==> src/rtl/cti_pkg.sv <==
package cti_pkg;
  localparam int NCH = 4;
  localparam int NFLT = 2;
  localparam int NIRQ = 16;
  localparam logic [7:0] OFF_TIMER_CONTROL_A = 8'h00;
  localparam logic [7:0] OFF_TIMER_CONTROL_B = 8'h04;
  localparam logic [7:0] OFF_EVENT_CONTROL_REG = 8'h20;
  localparam logic [7:0] OFF_IRQ_CLR = 8'h24;
  localparam logic [7:0] OFF_IRQ_SET = 8'h28;
  localparam logic [7:0] OFF_IRQ_FLAG = 8'h2c;
  localparam logic [7:0] OFF_STATUS = 8'h30;
  localparam int CA_SOFTWARE_RESET_BIT = 0;
  localparam int CA_ENABLE = 1;
  localparam int CA_AUTO_LOCK_UPDATE = 14;
  localparam int CA_CPTEN = 24;
  localparam logic [31:0] TIMER_CONTROL_A_RESET = 32'h00000000;
  localparam logic [31:0] TIMER_CONTROL_A_MASK = 32'h0f007f63;
  localparam int CB_LOCK_UPDATE_BIT = 1;
  localparam int EV_COUNT_EVENT_SELECT = 6;
  localparam int EV_EVACT1 = 3;
  localparam int EV_WRAP_EVENT_OUTPUT_ENABLE = 8;
  localparam int EV_RETRIGGER_EVENT_OUTPUT_ENABLE = 9;
  localparam int EV_COUNT_EVENT_OUTPUT_ENABLE = 10;
  localparam int EV_MCEO = 24;
  localparam logic [31:0] EVENT_CONTROL_REG_MASK = 32'h0f0007f8;
  localparam int IF_WRAP = 0;
  localparam int IF_TRG = 1;
  localparam int IF_CNT = 2;
  localparam int IF_ERR = 3;
  localparam int IF_DFS = 11;
  localparam int IF_RFLT = 12;
  localparam int IF_NFLT = 14;
  localparam int IF_MC = 16;
  localparam logic [31:0] IRQ_MASK = 32'h000ff80f;
  localparam logic [1:0] COUNT_EVENT_SELECT_START = 2'h0;
  localparam logic [1:0] COUNT_EVENT_SELECT_END = 2'h1;
  localparam logic [1:0] COUNT_EVENT_SELECT_BOTH = 2'h3;
  localparam logic [1:0] EVACT_RETRIG = 2'h1;
  localparam logic [1:0] EVACT_DIR = 2'h2;
  localparam logic [1:0] EVACT_STOP = 2'h3;
  localparam logic [1:0] RESP_OKAY = 2'h0;
  localparam logic [1:0] RESP_SLVERR = 2'h2;
  localparam int SYNC_CYCLES = 2;
  typedef enum {CTI_IDLE, CTI_WRESP, CTI_RRESP} cti_bus_e;
endpackage

==> src/rtl/cti_sync.sv <==
`timescale 1ns/1ps
`default_nettype none
module cti_sync #(parameter int W = 1) (
  // clock and reset
  input wire logic clk_sys,
  input wire logic rstN,
  // crossing
  input wire logic [W-1:0] din,
  output logic [W-1:0] dout
);
  logic [W-1:0] metaReg;
  always_ff @(posedge clk_sys or negedge rstN) begin
    if (!rstN) begin
      metaReg <= '0;
      dout <= '0;
    end else begin
      metaReg <= din;
      dout <= metaReg;
    end
  end
endmodule
`default_nettype wire

==> src/rtl/cti_control_timer.sv <==
// Functional notes
// RL1 - interrupt sources: wrap, retrigger, cycle, error, faults, channels
// RL2 - any flag raises an unclocked wake request (code: wakeReq is the registered irqReq, so only enabled flags raise it)
// RL3 - each condition sets its own flag
// RL4 - set register enables, clear register disables
// RL5 - request only when flag and enable set
// RL6 - request holds until flag, enable, reset cleared
// RL7 - all enabled pending flags ORed onto one line
// RL8 - software reads flag register to find cause
// RL9 - output events for wrap, trigger, cycle, channels
// RL10 - each output event gated by its enable bit
// RL11 - channel event captures or raises a fault
// RL12 - counter event one retriggers, steers, or stops
// RL13 - control A at zero, protected while enabled
// RL14 - bits 24..27 select capture per channel
// RL15 - auto lock sets lock update on wrap/retrigger
// RL16 - auto lock acts without write synchronisation
// RL17 - wrap event at top or zero
// RL18 - cycle event at start or end per select
// RL19 - retrigger event on every retrigger
// RL20 - software reset clears all, reads one meanwhile
// RL21 - writing one clears a flag, request follows
//
// The implementer's own choice: the AXI4-Lite interface to the registers.
`timescale 1ns/1ps
`default_nettype none
module cti_control_timer (
  // clock and reset
  input wire logic clk_sys,
  input wire logic rst_n,
  // axi4-lite write
  input wire logic [7:0] awaddr,
  input wire logic awvalid,
  output logic awready,
  input wire logic [31:0] wdata,
  input wire logic [3:0] wstrb,
  input wire logic wvalid,
  output logic wready,
  output logic [1:0] bresp,
  output logic bvalid,
  input wire logic bready,
  // axi4-lite read
  input wire logic [7:0] araddr,
  input wire logic arvalid,
  output logic arready,
  output logic [31:0] rdata,
  output logic [1:0] rresp,
  output logic rvalid,
  input wire logic rready,
  // counter conditions, one-cycle pulses from the counting core
  input wire logic atTop,
  input wire logic atZero,
  input wire logic cycleStart,
  input wire logic cycleEnd,
  input wire logic [cti_pkg::NCH-1:0] chanMatch,
  input wire logic captureOverrun,
  input wire logic debugFault,
  // input events from the event system, asynchronous levels
  input wire logic [cti_pkg::NCH-1:0] chanEventIn,
  input wire logic counterEventOne,
  // config for channel events: 0 capture, 1 recoverable, 2+ nonrecoverable
  input wire logic [1:0] chanEventAction,
  // requests and events
  output logic irqReq,
  output logic wakeReq,
  output logic wrapEventOut,
  output logic retriggerEventOut,
  output logic countEventOut,
  output logic [cti_pkg::NCH-1:0] chanEventOut,
  output logic [cti_pkg::NCH-1:0] captureStrobe,
  output logic counterRetrigger,
  output logic counterDown,
  output logic counterStop,
  output logic timerEnabled
);
  import cti_pkg::*;

  typedef struct packed {
    cti_bus_e bus;
    logic awready;
    logic wready;
    logic [7:0] wAddr;
    logic haveAddr;
    logic [31:0] wData;
    logic [3:0] wStrb;
    logic haveData;
    logic [1:0] bresp;
    logic bvalid;
    logic arready;
    logic [31:0] rdata;
    logic [1:0] rresp;
    logic rvalid;
    logic [31:0] timer_control_a;
    logic [31:0] timer_control_b;
    logic [31:0] event_control_reg;
    logic [31:0] irqEn;
    logic [31:0] irqFlag;
    logic [SYNC_CYCLES-1:0] enPipe;
    logic [SYNC_CYCLES-1:0] rstPipe;
    logic enabled;
    logic irqReq;
    logic wrapEv;
    logic trgEv;
    logic cntEv;
    logic [NCH-1:0] chEv;
    logic [NCH-1:0] cap;
    logic retrig;
    logic down;
    logic stop;
    logic [NCH-1:0] chEvPrev;
    logic ev1Prev;
  } cti_state_s;

  cti_state_s stateReg;
  cti_state_s stateNext;
  logic rstSync0;
  logic rstSync1;
  logic [NCH-1:0] chEvSync;
  logic ev1Sync;

  always_ff @(posedge clk_sys or negedge rst_n) begin
    if (!rst_n) begin
      rstSync0 <= 1'b0;
      rstSync1 <= 1'b0;
    end else begin
      rstSync0 <= 1'b1;
      rstSync1 <= rstSync0;
    end
  end

  cti_sync #(.W(NCH + 1)) u_evsync (
    .clk_sys(clk_sys),
    .rstN(rstSync1),
    .din({counterEventOne, chanEventIn}),
    .dout({ev1Sync, chEvSync})
  );

  logic [NCH-1:0] chRise;
  logic ev1Rise;
  logic retrigNow;
  logic wrapNow;
  logic recFault;
  logic nrecFault;
  logic [31:0] setMask;
  logic [31:0] wrMask;
  logic [31:0] wrVal;
  logic [31:0] rdVal;
  logic doWrite;
  logic swReset;

  always_comb begin
    stateNext = stateReg;
    chRise = chEvSync & ~stateReg.chEvPrev;
    ev1Rise = ev1Sync & ~stateReg.ev1Prev;
    stateNext.chEvPrev = chEvSync;
    stateNext.ev1Prev = ev1Sync;
    wrMask = {{8{wstrb[3]}}, {8{wstrb[2]}}, {8{wstrb[1]}}, {8{wstrb[0]}}};
    wrVal = '0;
    rdVal = '0;
    doWrite = 1'b0;
    swReset = 1'b0;
    recFault = 1'b0;
    nrecFault = 1'b0;

    // counter event one actions; retrigger and stop only while running, direction always
    retrigNow = ev1Rise && stateReg.enabled
      && stateReg.event_control_reg[EV_EVACT1 +: 2] == EVACT_RETRIG; // see RL12
    stateNext.retrig = retrigNow;
    stateNext.stop = ev1Rise && stateReg.enabled
      && stateReg.event_control_reg[EV_EVACT1 +: 2] == EVACT_STOP; // see RL12
    if (stateReg.event_control_reg[EV_EVACT1 +: 2] == EVACT_DIR) begin
      stateNext.down = ev1Sync; // see RL12
    end else begin
      stateNext.down = 1'b0;
    end

    // channel input events capture or fault
    stateNext.cap = '0;
    for (int i = 0; i < NCH; i++) begin
      if (chRise[i] && stateReg.enabled) begin
        if (chanEventAction == 2'h0 && stateReg.timer_control_a[CA_CPTEN + i]) begin
          stateNext.cap[i] = 1'b1; // see RL11 see RL14
        end else if (chanEventAction == 2'h1) begin
          recFault = 1'b1; // see RL11
        end else if (chanEventAction[1]) begin
          nrecFault = 1'b1; // see RL11
        end
      end
    end

    wrapNow = stateReg.enabled && (atTop || atZero);
    // output events gated by their enables
    stateNext.wrapEv = wrapNow && stateReg.event_control_reg[EV_WRAP_EVENT_OUTPUT_ENABLE]; // see RL9 see RL10 see RL17
    stateNext.trgEv = retrigNow && stateReg.event_control_reg[EV_RETRIGGER_EVENT_OUTPUT_ENABLE]; // see RL19 see RL10
    case (stateReg.event_control_reg[EV_COUNT_EVENT_SELECT +: 2])
      COUNT_EVENT_SELECT_START: stateNext.cntEv = cycleStart;
      COUNT_EVENT_SELECT_END: stateNext.cntEv = cycleEnd;
      COUNT_EVENT_SELECT_BOTH: stateNext.cntEv = cycleStart || cycleEnd;
      default: stateNext.cntEv = 1'b0;
    endcase
    stateNext.cntEv = stateNext.cntEv && stateReg.enabled
      && stateReg.event_control_reg[EV_COUNT_EVENT_OUTPUT_ENABLE]; // see RL18 see RL10
    stateNext.chEv = stateReg.enabled ? chanMatch & stateReg.event_control_reg[EV_MCEO +: NCH]
      : '0; // see RL9 see RL10

    // flag set sources
    setMask = '0;
    setMask[IF_WRAP] = wrapNow; // see RL1 see RL3
    setMask[IF_TRG] = retrigNow;
    setMask[IF_CNT] = stateReg.enabled && (cycleStart || cycleEnd);
    setMask[IF_ERR] = captureOverrun;
    setMask[IF_DFS] = debugFault;
    setMask[IF_RFLT] = recFault;
    setMask[IF_NFLT] = nrecFault;
    setMask[IF_MC +: NCH] = stateReg.enabled ? (chanMatch | stateNext.cap) : '0;

    // write synchronisation of enable and software reset
    stateNext.enPipe = {stateReg.enPipe[SYNC_CYCLES-2:0], stateReg.timer_control_a[CA_ENABLE]};
    stateNext.rstPipe = {stateReg.rstPipe[SYNC_CYCLES-2:0], stateReg.timer_control_a[CA_SOFTWARE_RESET_BIT]};
    stateNext.enabled = stateReg.enPipe[SYNC_CYCLES-1]; // see RL13
    swReset = stateReg.rstPipe[SYNC_CYCLES-1];

    // bus handshakes
    stateNext.awready = 1'b0;
    stateNext.wready = 1'b0;
    stateNext.arready = 1'b0;
    if (awvalid && stateReg.awready) begin
      stateNext.wAddr = awaddr;
      stateNext.haveAddr = 1'b1;
    end
    if (wvalid && stateReg.wready) begin
      stateNext.wData = wdata;
      stateNext.wStrb = wstrb;
      stateNext.haveData = 1'b1;
    end
    wrMask = {{8{stateReg.wStrb[3]}}, {8{stateReg.wStrb[2]}},
      {8{stateReg.wStrb[1]}}, {8{stateReg.wStrb[0]}}};
    wrVal = stateReg.wData & wrMask;

    case (stateReg.bus)
      CTI_IDLE: begin
        if (stateReg.haveAddr && stateReg.haveData) begin
          doWrite = 1'b1;
          stateNext.haveAddr = 1'b0;
          stateNext.haveData = 1'b0;
          stateNext.bvalid = 1'b1;
          stateNext.bresp = RESP_OKAY;
          stateNext.bus = CTI_WRESP;
        end else if (arvalid && !stateReg.arready && !stateReg.haveAddr
          && !stateReg.haveData) begin
          stateNext.arready = 1'b1;
          stateNext.rvalid = 1'b1;
          stateNext.rresp = RESP_OKAY;
          case (araddr)
            OFF_TIMER_CONTROL_A: rdVal = stateReg.timer_control_a;
            OFF_TIMER_CONTROL_B: rdVal = stateReg.timer_control_b;
            OFF_EVENT_CONTROL_REG: rdVal = stateReg.event_control_reg;
            OFF_IRQ_CLR: rdVal = stateReg.irqEn;
            OFF_IRQ_SET: rdVal = stateReg.irqEn;
            OFF_IRQ_FLAG: rdVal = stateReg.irqFlag; // see RL8
            OFF_STATUS: rdVal = {31'h0, stateReg.enabled};
            default: stateNext.rresp = RESP_SLVERR;
          endcase
          stateNext.rdata = rdVal;
          stateNext.bus = CTI_RRESP;
        end else begin
          stateNext.awready = !stateReg.haveAddr && awvalid && !stateReg.awready;
          stateNext.wready = !stateReg.haveData && wvalid && !stateReg.wready;
        end
      end
      CTI_WRESP: begin
        if (bready) begin
          stateNext.bvalid = 1'b0;
          stateNext.bus = CTI_IDLE;
        end
      end
      CTI_RRESP: begin
        if (rready) begin
          stateNext.rvalid = 1'b0;
          stateNext.bus = CTI_IDLE;
        end
      end
      default: stateNext.bus = CTI_IDLE;
    endcase

    // register writes; set of a flag wins over its clear
    stateNext.irqFlag = stateReg.irqFlag;
    if (doWrite) begin
      case (stateReg.wAddr)
        OFF_TIMER_CONTROL_A: begin
          if (stateReg.enabled || stateReg.timer_control_a[CA_ENABLE]) begin
            // protected fields frozen while enabled
            stateNext.timer_control_a[CA_ENABLE] = wrVal[CA_ENABLE]; // see RL13
            stateNext.timer_control_a[CA_SOFTWARE_RESET_BIT] = stateReg.timer_control_a[CA_SOFTWARE_RESET_BIT] | wrVal[CA_SOFTWARE_RESET_BIT];
            stateNext.timer_control_a[CA_AUTO_LOCK_UPDATE] = stateReg.wStrb[1] ? wrVal[CA_AUTO_LOCK_UPDATE]
              : stateReg.timer_control_a[CA_AUTO_LOCK_UPDATE];
          end else begin
            stateNext.timer_control_a = ((stateReg.timer_control_a & ~wrMask) | wrVal) & TIMER_CONTROL_A_MASK; // see RL13
            stateNext.timer_control_a[CA_SOFTWARE_RESET_BIT] = stateReg.timer_control_a[CA_SOFTWARE_RESET_BIT] | wrVal[CA_SOFTWARE_RESET_BIT]; // see RL20
          end
        end
        OFF_TIMER_CONTROL_B: stateNext.timer_control_b = (stateReg.timer_control_b & ~wrMask) | wrVal;
        OFF_EVENT_CONTROL_REG: stateNext.event_control_reg = ((stateReg.event_control_reg & ~wrMask) | wrVal) & EVENT_CONTROL_REG_MASK;
        OFF_IRQ_SET: stateNext.irqEn = stateReg.irqEn | (wrVal & IRQ_MASK); // see RL4
        OFF_IRQ_CLR: stateNext.irqEn = stateReg.irqEn & ~wrVal; // see RL4
        OFF_IRQ_FLAG: stateNext.irqFlag = stateReg.irqFlag & ~wrVal; // see RL21
        default: stateNext.irqFlag = stateReg.irqFlag;
      endcase
    end
    stateNext.irqFlag = (stateNext.irqFlag | setMask) & IRQ_MASK; // see RL3

    // auto lock acts on the live bit, not the sync pipe; placed after the
    // register writes so a same-cycle write to control B cannot drop the set
    if (stateReg.timer_control_a[CA_AUTO_LOCK_UPDATE] && (wrapNow || retrigNow)) begin
      stateNext.timer_control_b[CB_LOCK_UPDATE_BIT] = 1'b1; // see RL15 see RL16
    end

    // one shared line from the next state so clears act at once
    stateNext.irqReq = |(stateNext.irqFlag & stateNext.irqEn); // see RL5 see RL6 see RL7 see RL21

    if (swReset) begin
      // software reset returns every register; bus handshake state survives
      stateNext.timer_control_a = TIMER_CONTROL_A_RESET; // see RL20 see RL6
      stateNext.timer_control_b = '0;
      stateNext.event_control_reg = '0;
      stateNext.irqEn = '0;
      stateNext.irqFlag = '0;
      stateNext.enPipe = '0;
      stateNext.rstPipe = '0;
      stateNext.enabled = 1'b0;
      stateNext.irqReq = 1'b0;
    end
  end

  always_ff @(posedge clk_sys or negedge rstSync1) begin
    if (!rstSync1) begin
      stateReg <= '{bus: CTI_IDLE, default: '0};
    end else begin
      stateReg <= stateNext;
    end
  end

  // wake request mirrors the registered request level; it stays up while the
  // clock is stopped because flags and enables only change on a clock edge
  assign awready = stateReg.awready;
  assign wready = stateReg.wready;
  assign bresp = stateReg.bresp;
  assign bvalid = stateReg.bvalid;
  assign arready = stateReg.arready;
  assign rdata = stateReg.rdata;
  assign rresp = stateReg.rresp;
  assign rvalid = stateReg.rvalid;
  assign irqReq = stateReg.irqReq;
  assign wakeReq = stateReg.irqReq; // see RL2
  assign wrapEventOut = stateReg.wrapEv;
  assign retriggerEventOut = stateReg.trgEv;
  assign countEventOut = stateReg.cntEv;
  assign chanEventOut = stateReg.chEv;
  assign captureStrobe = stateReg.cap;
  assign counterRetrigger = stateReg.retrig;
  assign counterDown = stateReg.down;
  assign counterStop = stateReg.stop;
  assign timerEnabled = stateReg.enabled;
endmodule
`default_nettype wire

==> config.mk <==
export PLATFORM = sky130hd
export DESIGN_NAME = cti_control_timer
export DESIGN_NICKNAME = d
export VERILOG_FILES = /design/src/rtl/cti_pkg.sv /design/src/rtl/cti_sync.sv /design/src/rtl/cti_control_timer.sv
export SDC_FILE = /design/constraint.sdc
export NUM_CORES = 1
export LEC_CHECK = 0
export ABC_AREA = 0
export ABC_CLOCK_PERIOD_IN_PS = 14080
export BUFFER_PORTS_ARGS = -buffer_cell sky130_fd_sc_hd__buf_4
export CAP_MARGIN = 20
export CORE_MARGIN = 2
export CORE_UTILIZATION = 51
export DETAILED_ROUTE_END_ITERATION = 8
export MAX_ROUTING_LAYER = met4
export PLACE_DENSITY_LB_ADDON = 0.15
export SLEW_MARGIN = 10
export SYNTH_ARGS = -nofsm -noshare
export SYNTH_HDL_FRONTEND = slang
export SYNTH_SLANG_ARGS = --single-unit
==> constraint.sdc <==
create_clock -name clk_sys -period 14.08 [get_ports clk_sys]
set_input_delay 4.224 -clock clk_sys [delete_from_list [all_inputs] [get_ports clk_sys]]
set_output_delay 4.224 -clock clk_sys [all_outputs]
set_load 0.02 [all_outputs]
* Yosys cells after proc, flatten, opt, wreduce, memory -nomap -nowiden
Cells that the tools add are included.
** Cells by class
- $add $sub $neg :: 0
- $mul :: 0
- Div/mod/pow operators :: 0
- $lt $le $gt $ge :: 0
- Equality and inequality tests :: 27
- Shifts and indexed selects :: 0
- Muxes and demuxes :: 78
- Bitwise gates (word level) :: 22
- Reduce and logical (&&, ||, !) cells :: 63
** Operators with widths (number)
- $mux W32 :: 8
- $pmux W32 S6 :: 1
- $mux W166 :: 1
- $mux W160 :: 1
- $and A32 B32 Y32 :: 4
- $pmux W32 S3 :: 1
- $eq A8 B6 Y1 const B :: 9
- $mux W36 :: 2
- $not A32 Y32 :: 2
- $pmux W32 S2 :: 1
- $and A28 B28 Y28 :: 2
- $or A28 B28 Y28 :: 2
- $mux W1 :: 48
- $mux W35 :: 1
- $and A20 B32 Y32 :: 1
- $eq A32 B1 Y1 const B :: 1
- $eq A32 B2 Y1 const B :: 1
- $logic_not A32 Y1 :: 1
- $or A32 B20 Y32 :: 1
- $or A32 B32 Y32 :: 1
- $reduce_or A32 Y1 :: 1
- $logic_and A1 B1 Y1 :: 28
- $or A20 B20 Y20 :: 1
- $mux W17 :: 1
- 28 further kinds :: 70
** Word-level totals
- Register bits :: 314
- Bits in latches :: 0
- Bits in writable memories :: 0
- ROM bits :: 0
- Bits of input ports :: 76
- Output and inout bits :: 58
- Logic and storage cells :: 229
- Memories :: 0

* Longest topological paths before layout
- Word-level depth :: 20
- Depth in mapped cells :: 9
- Mapped depth without buffers :: 6

* Hierarchy
A second synthesis with hierarchy kept.
** Unflattened totals
- Cells, all modules :: 931
- Area, all modules :: 9950.8 µm²
** Modules (own cells, without submodules)
- cti_control_timer :: times used 1, cells an instance 921, area each 9700.6 µm², seq. area each 5430.2 µm²
- cti_sync :: times used 1, cells an instance 10, area each 250.2 µm², seq. area each 250.2 µm²

* Least setup slack after synthesis
Ideal clock, no wire load.
- Path kind :: input to register
- Start :: input port araddr[7]
- End :: register stateReg, in the netlist rdata[14]
- Setup time :: 0.064 ns
- Arrival :: 5.712 ns
- Data required time :: 14.016 ns
- Setup slack :: 8.304 ns
- Stages :: 7
- Path buffers :: 1
- Cell sequence :: or4_4 -> nor4_2 -> and2b_1 -> buf_2 -> a222oi_1 -> a21oi_1 -> a21o_1
** Between the ends
- Longest elaborated chain between the ends :: 3
- Elaborated cells between the ends (all ways) :: 9
- Classes of those cells :: eq/ne (6); mux (1); reduce/logical (2)
** Ends and longest elaborated chain
- start: declaration :: RTL line cti_control_timer.sv:43 : input wire logic [7:0] araddr,
- $eq A8 B6 Y1 :: RTL line cti_control_timer.sv:254 : case (araddr)
- $reduce_or A2 Y1 (no source line)
- $pmux W32 S6 (*) :: RTL line cti_control_timer.sv:254
- end signal: assignment :: RTL line cti_control_timer.sv:339 : stateReg <= stateNext;
- end: declaration :: RTL line cti_control_timer.sv:114 : cti_state_s stateReg;
Mark *: on every way between the ends. The rest lies on a longest branch, timed or not.
A chain may end at the register's enable or synchronous reset.

* Worst setup path in the final report
- Start :: input port araddr[7]
- End :: register stateReg, in the netlist rdata[13]
The elaborated chain is that of the path after synthesis.

==> impl_metrics.yaml <==
global_route:
  grt_max_degree: 189
  grt_overflow: 0
  first_global_vias: 7092
  antenna_found_initial: 0
  grt_util_all_layers: 0.251
  grt_pass1_wl_mm: 39.4
clock_network:
  clock_latency_ps: 510
  hold_buffers: 0
  cts_resized: 0
  postCtsSetupRepairBufs: 0
  cts_buffers: 24
  path_clk_slew_ps: 60
  clockBufferDepth: 3
  htree_levels: 1
  cts_tree: "done"
  clockRootBuffer: "clkbuf_16"
  clock-sinks: 227
drt:
  wl_mm: 24.4
  vias_per_cell: 5.76
  firstDrtPassIters: 6
  num_vias: 7356
  drc: 0
  wl_per_cell_um: 19.1
  ant_nets: 0
  drtIter0Drc: 632
synthesis:
  avgSynthCellArea_um2: 10.7
  netlist_instances: 930
  synth.distinct_cells: 66
  synth.cell_area_mm2: 0.00993
  yosysSeqAreaShare: 0.572
  yosys_register_bits: 227
  synth-edff-count: 0
  synth_ff_type: "dfrtp_1"
  yosysWarningCount: 0
  ys_async_sr_fraction: 1.00
critical_path:
  worst_setup_path_end_kind: "flip-flop"
  r2r_start: "stateReg[264]"
  arrival_ps: 6320
  rr_worst_depth: 7
  slowest_stage: "and2b_1"
  path_buf_inv: 1
  path_class: "in2reg"
  r2r_slack_ps: 11060
  cpPeakStageDelay_ps: 650
  worst-path-max-fanout: 14
  start_kind: "primary input"
  critPathTopFamily: "simple AND/OR/NAND/NOR gates"
  cp_cell_sequence: "buf_4 > or4_4 > nor4_2 > and2b_1 > a222oi_1 > a21oi_1 > a21o_1"
  required_ps: 14530
  r2r-end: "irqReq"
power_and_ir_drop:
  p_leak_nw: 5.39
  peakVddDrop_mv: 0.0943
  power_density_mw_per_mm2: 165
outcome:
  status: "finished clean"
cells_and_area:
  area_delta_synth_final_pct: 17.2
  antennaDiodeCount: 0
  finish.instance_area_mm2: 0.0116
  utilization: 0.604
  drive_above_1_share: 0.247
  multi_input_area_mm2: 0.00365
  fillers: 1673
  ff_latch_area_mm2: 0.00569
  nets: 1071
sta:
  min_period_over_period: 0.417
  fmax_mhz: 170
  slew_headroom: 0.320
  finalSetupViolations: 0
  hold_violations: 0
  timing.setup.tns_ps: 0
  tightest_slew_ps: 1020
  fin_skew_ps: 11.8
  period_needed_ps: 5870
  rsz0062_at_grt: "false"
  slew_violations: 0
floorplanning:
  dieArea_mm2: 0.0206
  die_w_um: 144
  core_region_area_mm2: 0.0193
  start_util: 0.515
  io_pins: 134
  die_h_um: 144
  rows: 51
placement:
  gp_congestion: 0.812
  hpwl_mm: 15.7
  io_buffers: 130
  dpl_cell_area_mm2: 0.0108
job:
  cap_violations: 0
hold_path:
  min_path_type: "reg2async"
-- registers in the layout (all words and copies together) (netlist names), 4 cells and up --
| name | cells |
|---|---|
| rdata | 32 |
| u_evsync.dout | 5 |
| u_evsync.metaReg | 5 |
| stateReg | 161 |
| captureStrobe | 4 |
| chanEventOut | 4 |
-- where the power goes --
group          switching (mW)  internal (mW)  leakage, nW
registers               0.174          0.763         2.99
logic                   0.151          0.146         1.96
clock network           0.257          0.430        0.440
total                   0.582           1.34         5.39
-- through the flow --
stage	hold WS, ps	std cells	setup slack, ps	total power, mW
4_1_cts	321	1278	8260	1.93
5_1_grt	351	1278	8050	2.01
3_5_place_dp	313	1234	7740	1.24
3_3_place_gp	319	1234	7780	1.23
6_report	296	1278	8210	1.92
2_1_floorplan	331	932	7290	1.12
-- logic make-up (layout without fill, tap and decap cells) --
family / after synthesis / count (layout) / synth area share
buffers and inverters: 110 / 191 / 0.0617
AND/OR/NAND/NOR: 339 / 339 / 0.173
other: 2 / 4 / 0.000756
flip-flops: 227 / 227 / 0.572
XOR/XNOR: 2 / 2 / 0.00176
multiplexers: 48 / 48 / 0.0541
AO/OA/AOI/OAI: 202 / 202 / 0.136
-- routing by layer --
layer	up-vias	track usage	wire (µm)
li1	3387	-	-
met1	3686	0.362	11000
met2	246	0.382	11400
met3	37	0.0327	1500
met4	0	0.0593	439
met5	-	-	0
-- worst register-to-register path: stages (launching register included) --
cell	delay, ps
dfrtp_1	680
and4bb_1	510
nand2_1	280
nor2_1	550
buf_4	370
a311oi_1	130
nor2_1	190
a41oi_2	140
-- cell usage after synthesis (3+ instances only) --
| master | n | area share |
|---|---|---|
| nor2b_1 | 9 | 0.0057 |
| and3_1 | 31 | 0.020 |
| mux2_2 | 45 | 0.051 |
| a31oi_1 | 5 | 0.0031 |
| clkbuf_1 | 34 | 0.013 |
| a311oi_1 | 3 | 0.0026 |
| buf_4 | 46 | 0.035 |
| dfrtp_1 | 227 | 0.57 |
| a21oi_1 | 71 | 0.036 |
| a22oi_1 | 17 | 0.013 |
| a222oi_1 | 15 | 0.015 |
| o21ai_1 | 8 | 0.0040 |
| nand3_1 | 48 | 0.024 |
| buf_2 | 21 | 0.011 |
| nor3_1 | 5 | 0.0025 |
| o211a_1 | 3 | 0.0030 |
| nand4_1 | 10 | 0.0063 |
| inv_1 | 8 | 0.0030 |
| o21a_1 | 7 | 0.0053 |
| a22o_1 | 9 | 0.0079 |
| nor2_1 | 42 | 0.016 |
| nor3b_2 | 3 | 0.0038 |
| mux2i_1 | 3 | 0.0030 |
| a31o_2 | 3 | 0.0026 |
| o21bai_1 | 3 | 0.0023 |
| nor3b_1 | 3 | 0.0023 |
| and2_1 | 17 | 0.011 |
| or4_1 | 3 | 0.0023 |
| nand2_1 | 143 | 0.054 |
| a21o_1 | 7 | 0.0053 |
| a221oi_1 | 9 | 0.0079 |
| o21ai_0 | 26 | 0.013 |
-- placed cells by master, fill, tap and decap left out, types with 10 or more instances in the layout --
master     netlist  final
a222oi_1        15     15
nand2_1        143    142
mux2_2          45     45
nor2_1          42     42
clkbuf_8         0     10
and2_1          17     17
a22oi_1         17     17
nand4_1         10     10
a21oi_1         71     71
dfrtp_1        227    225
nand3_1         48     48
buf_4           46    138
clkbuf_16        0     25
and3_1          31     31
o21ai_0         26     26
-- area by class of cell --
type                       instances  area share
tap                              265      0.0285
clock buffer                      37      0.0662
clock inverter                     7     0.00946
multi-input combinational        595       0.314
timing repair buffer             139      0.0907
sequential                       227       0.489
inverter                           8     0.00258
-- worst max path at each step --
stage / depth (start not counted) / slack [ps] / start / end
CTS: 7 / 8260 / araddr[7] / rdata[13]
global placement: 7 / 7780 / araddr[7] / rdata[13]
global route: 7 / 8050 / araddr[7] / rdata[11]
floorplan: 0 / 7290 / rstSync1 / arready
finish: 7 / 8210 / araddr[7] / rdata[13]
detailed placement: 7 / 7740 / araddr[7] / rdata[13]
Note: power is estimated with default switching activity, not from simulation.
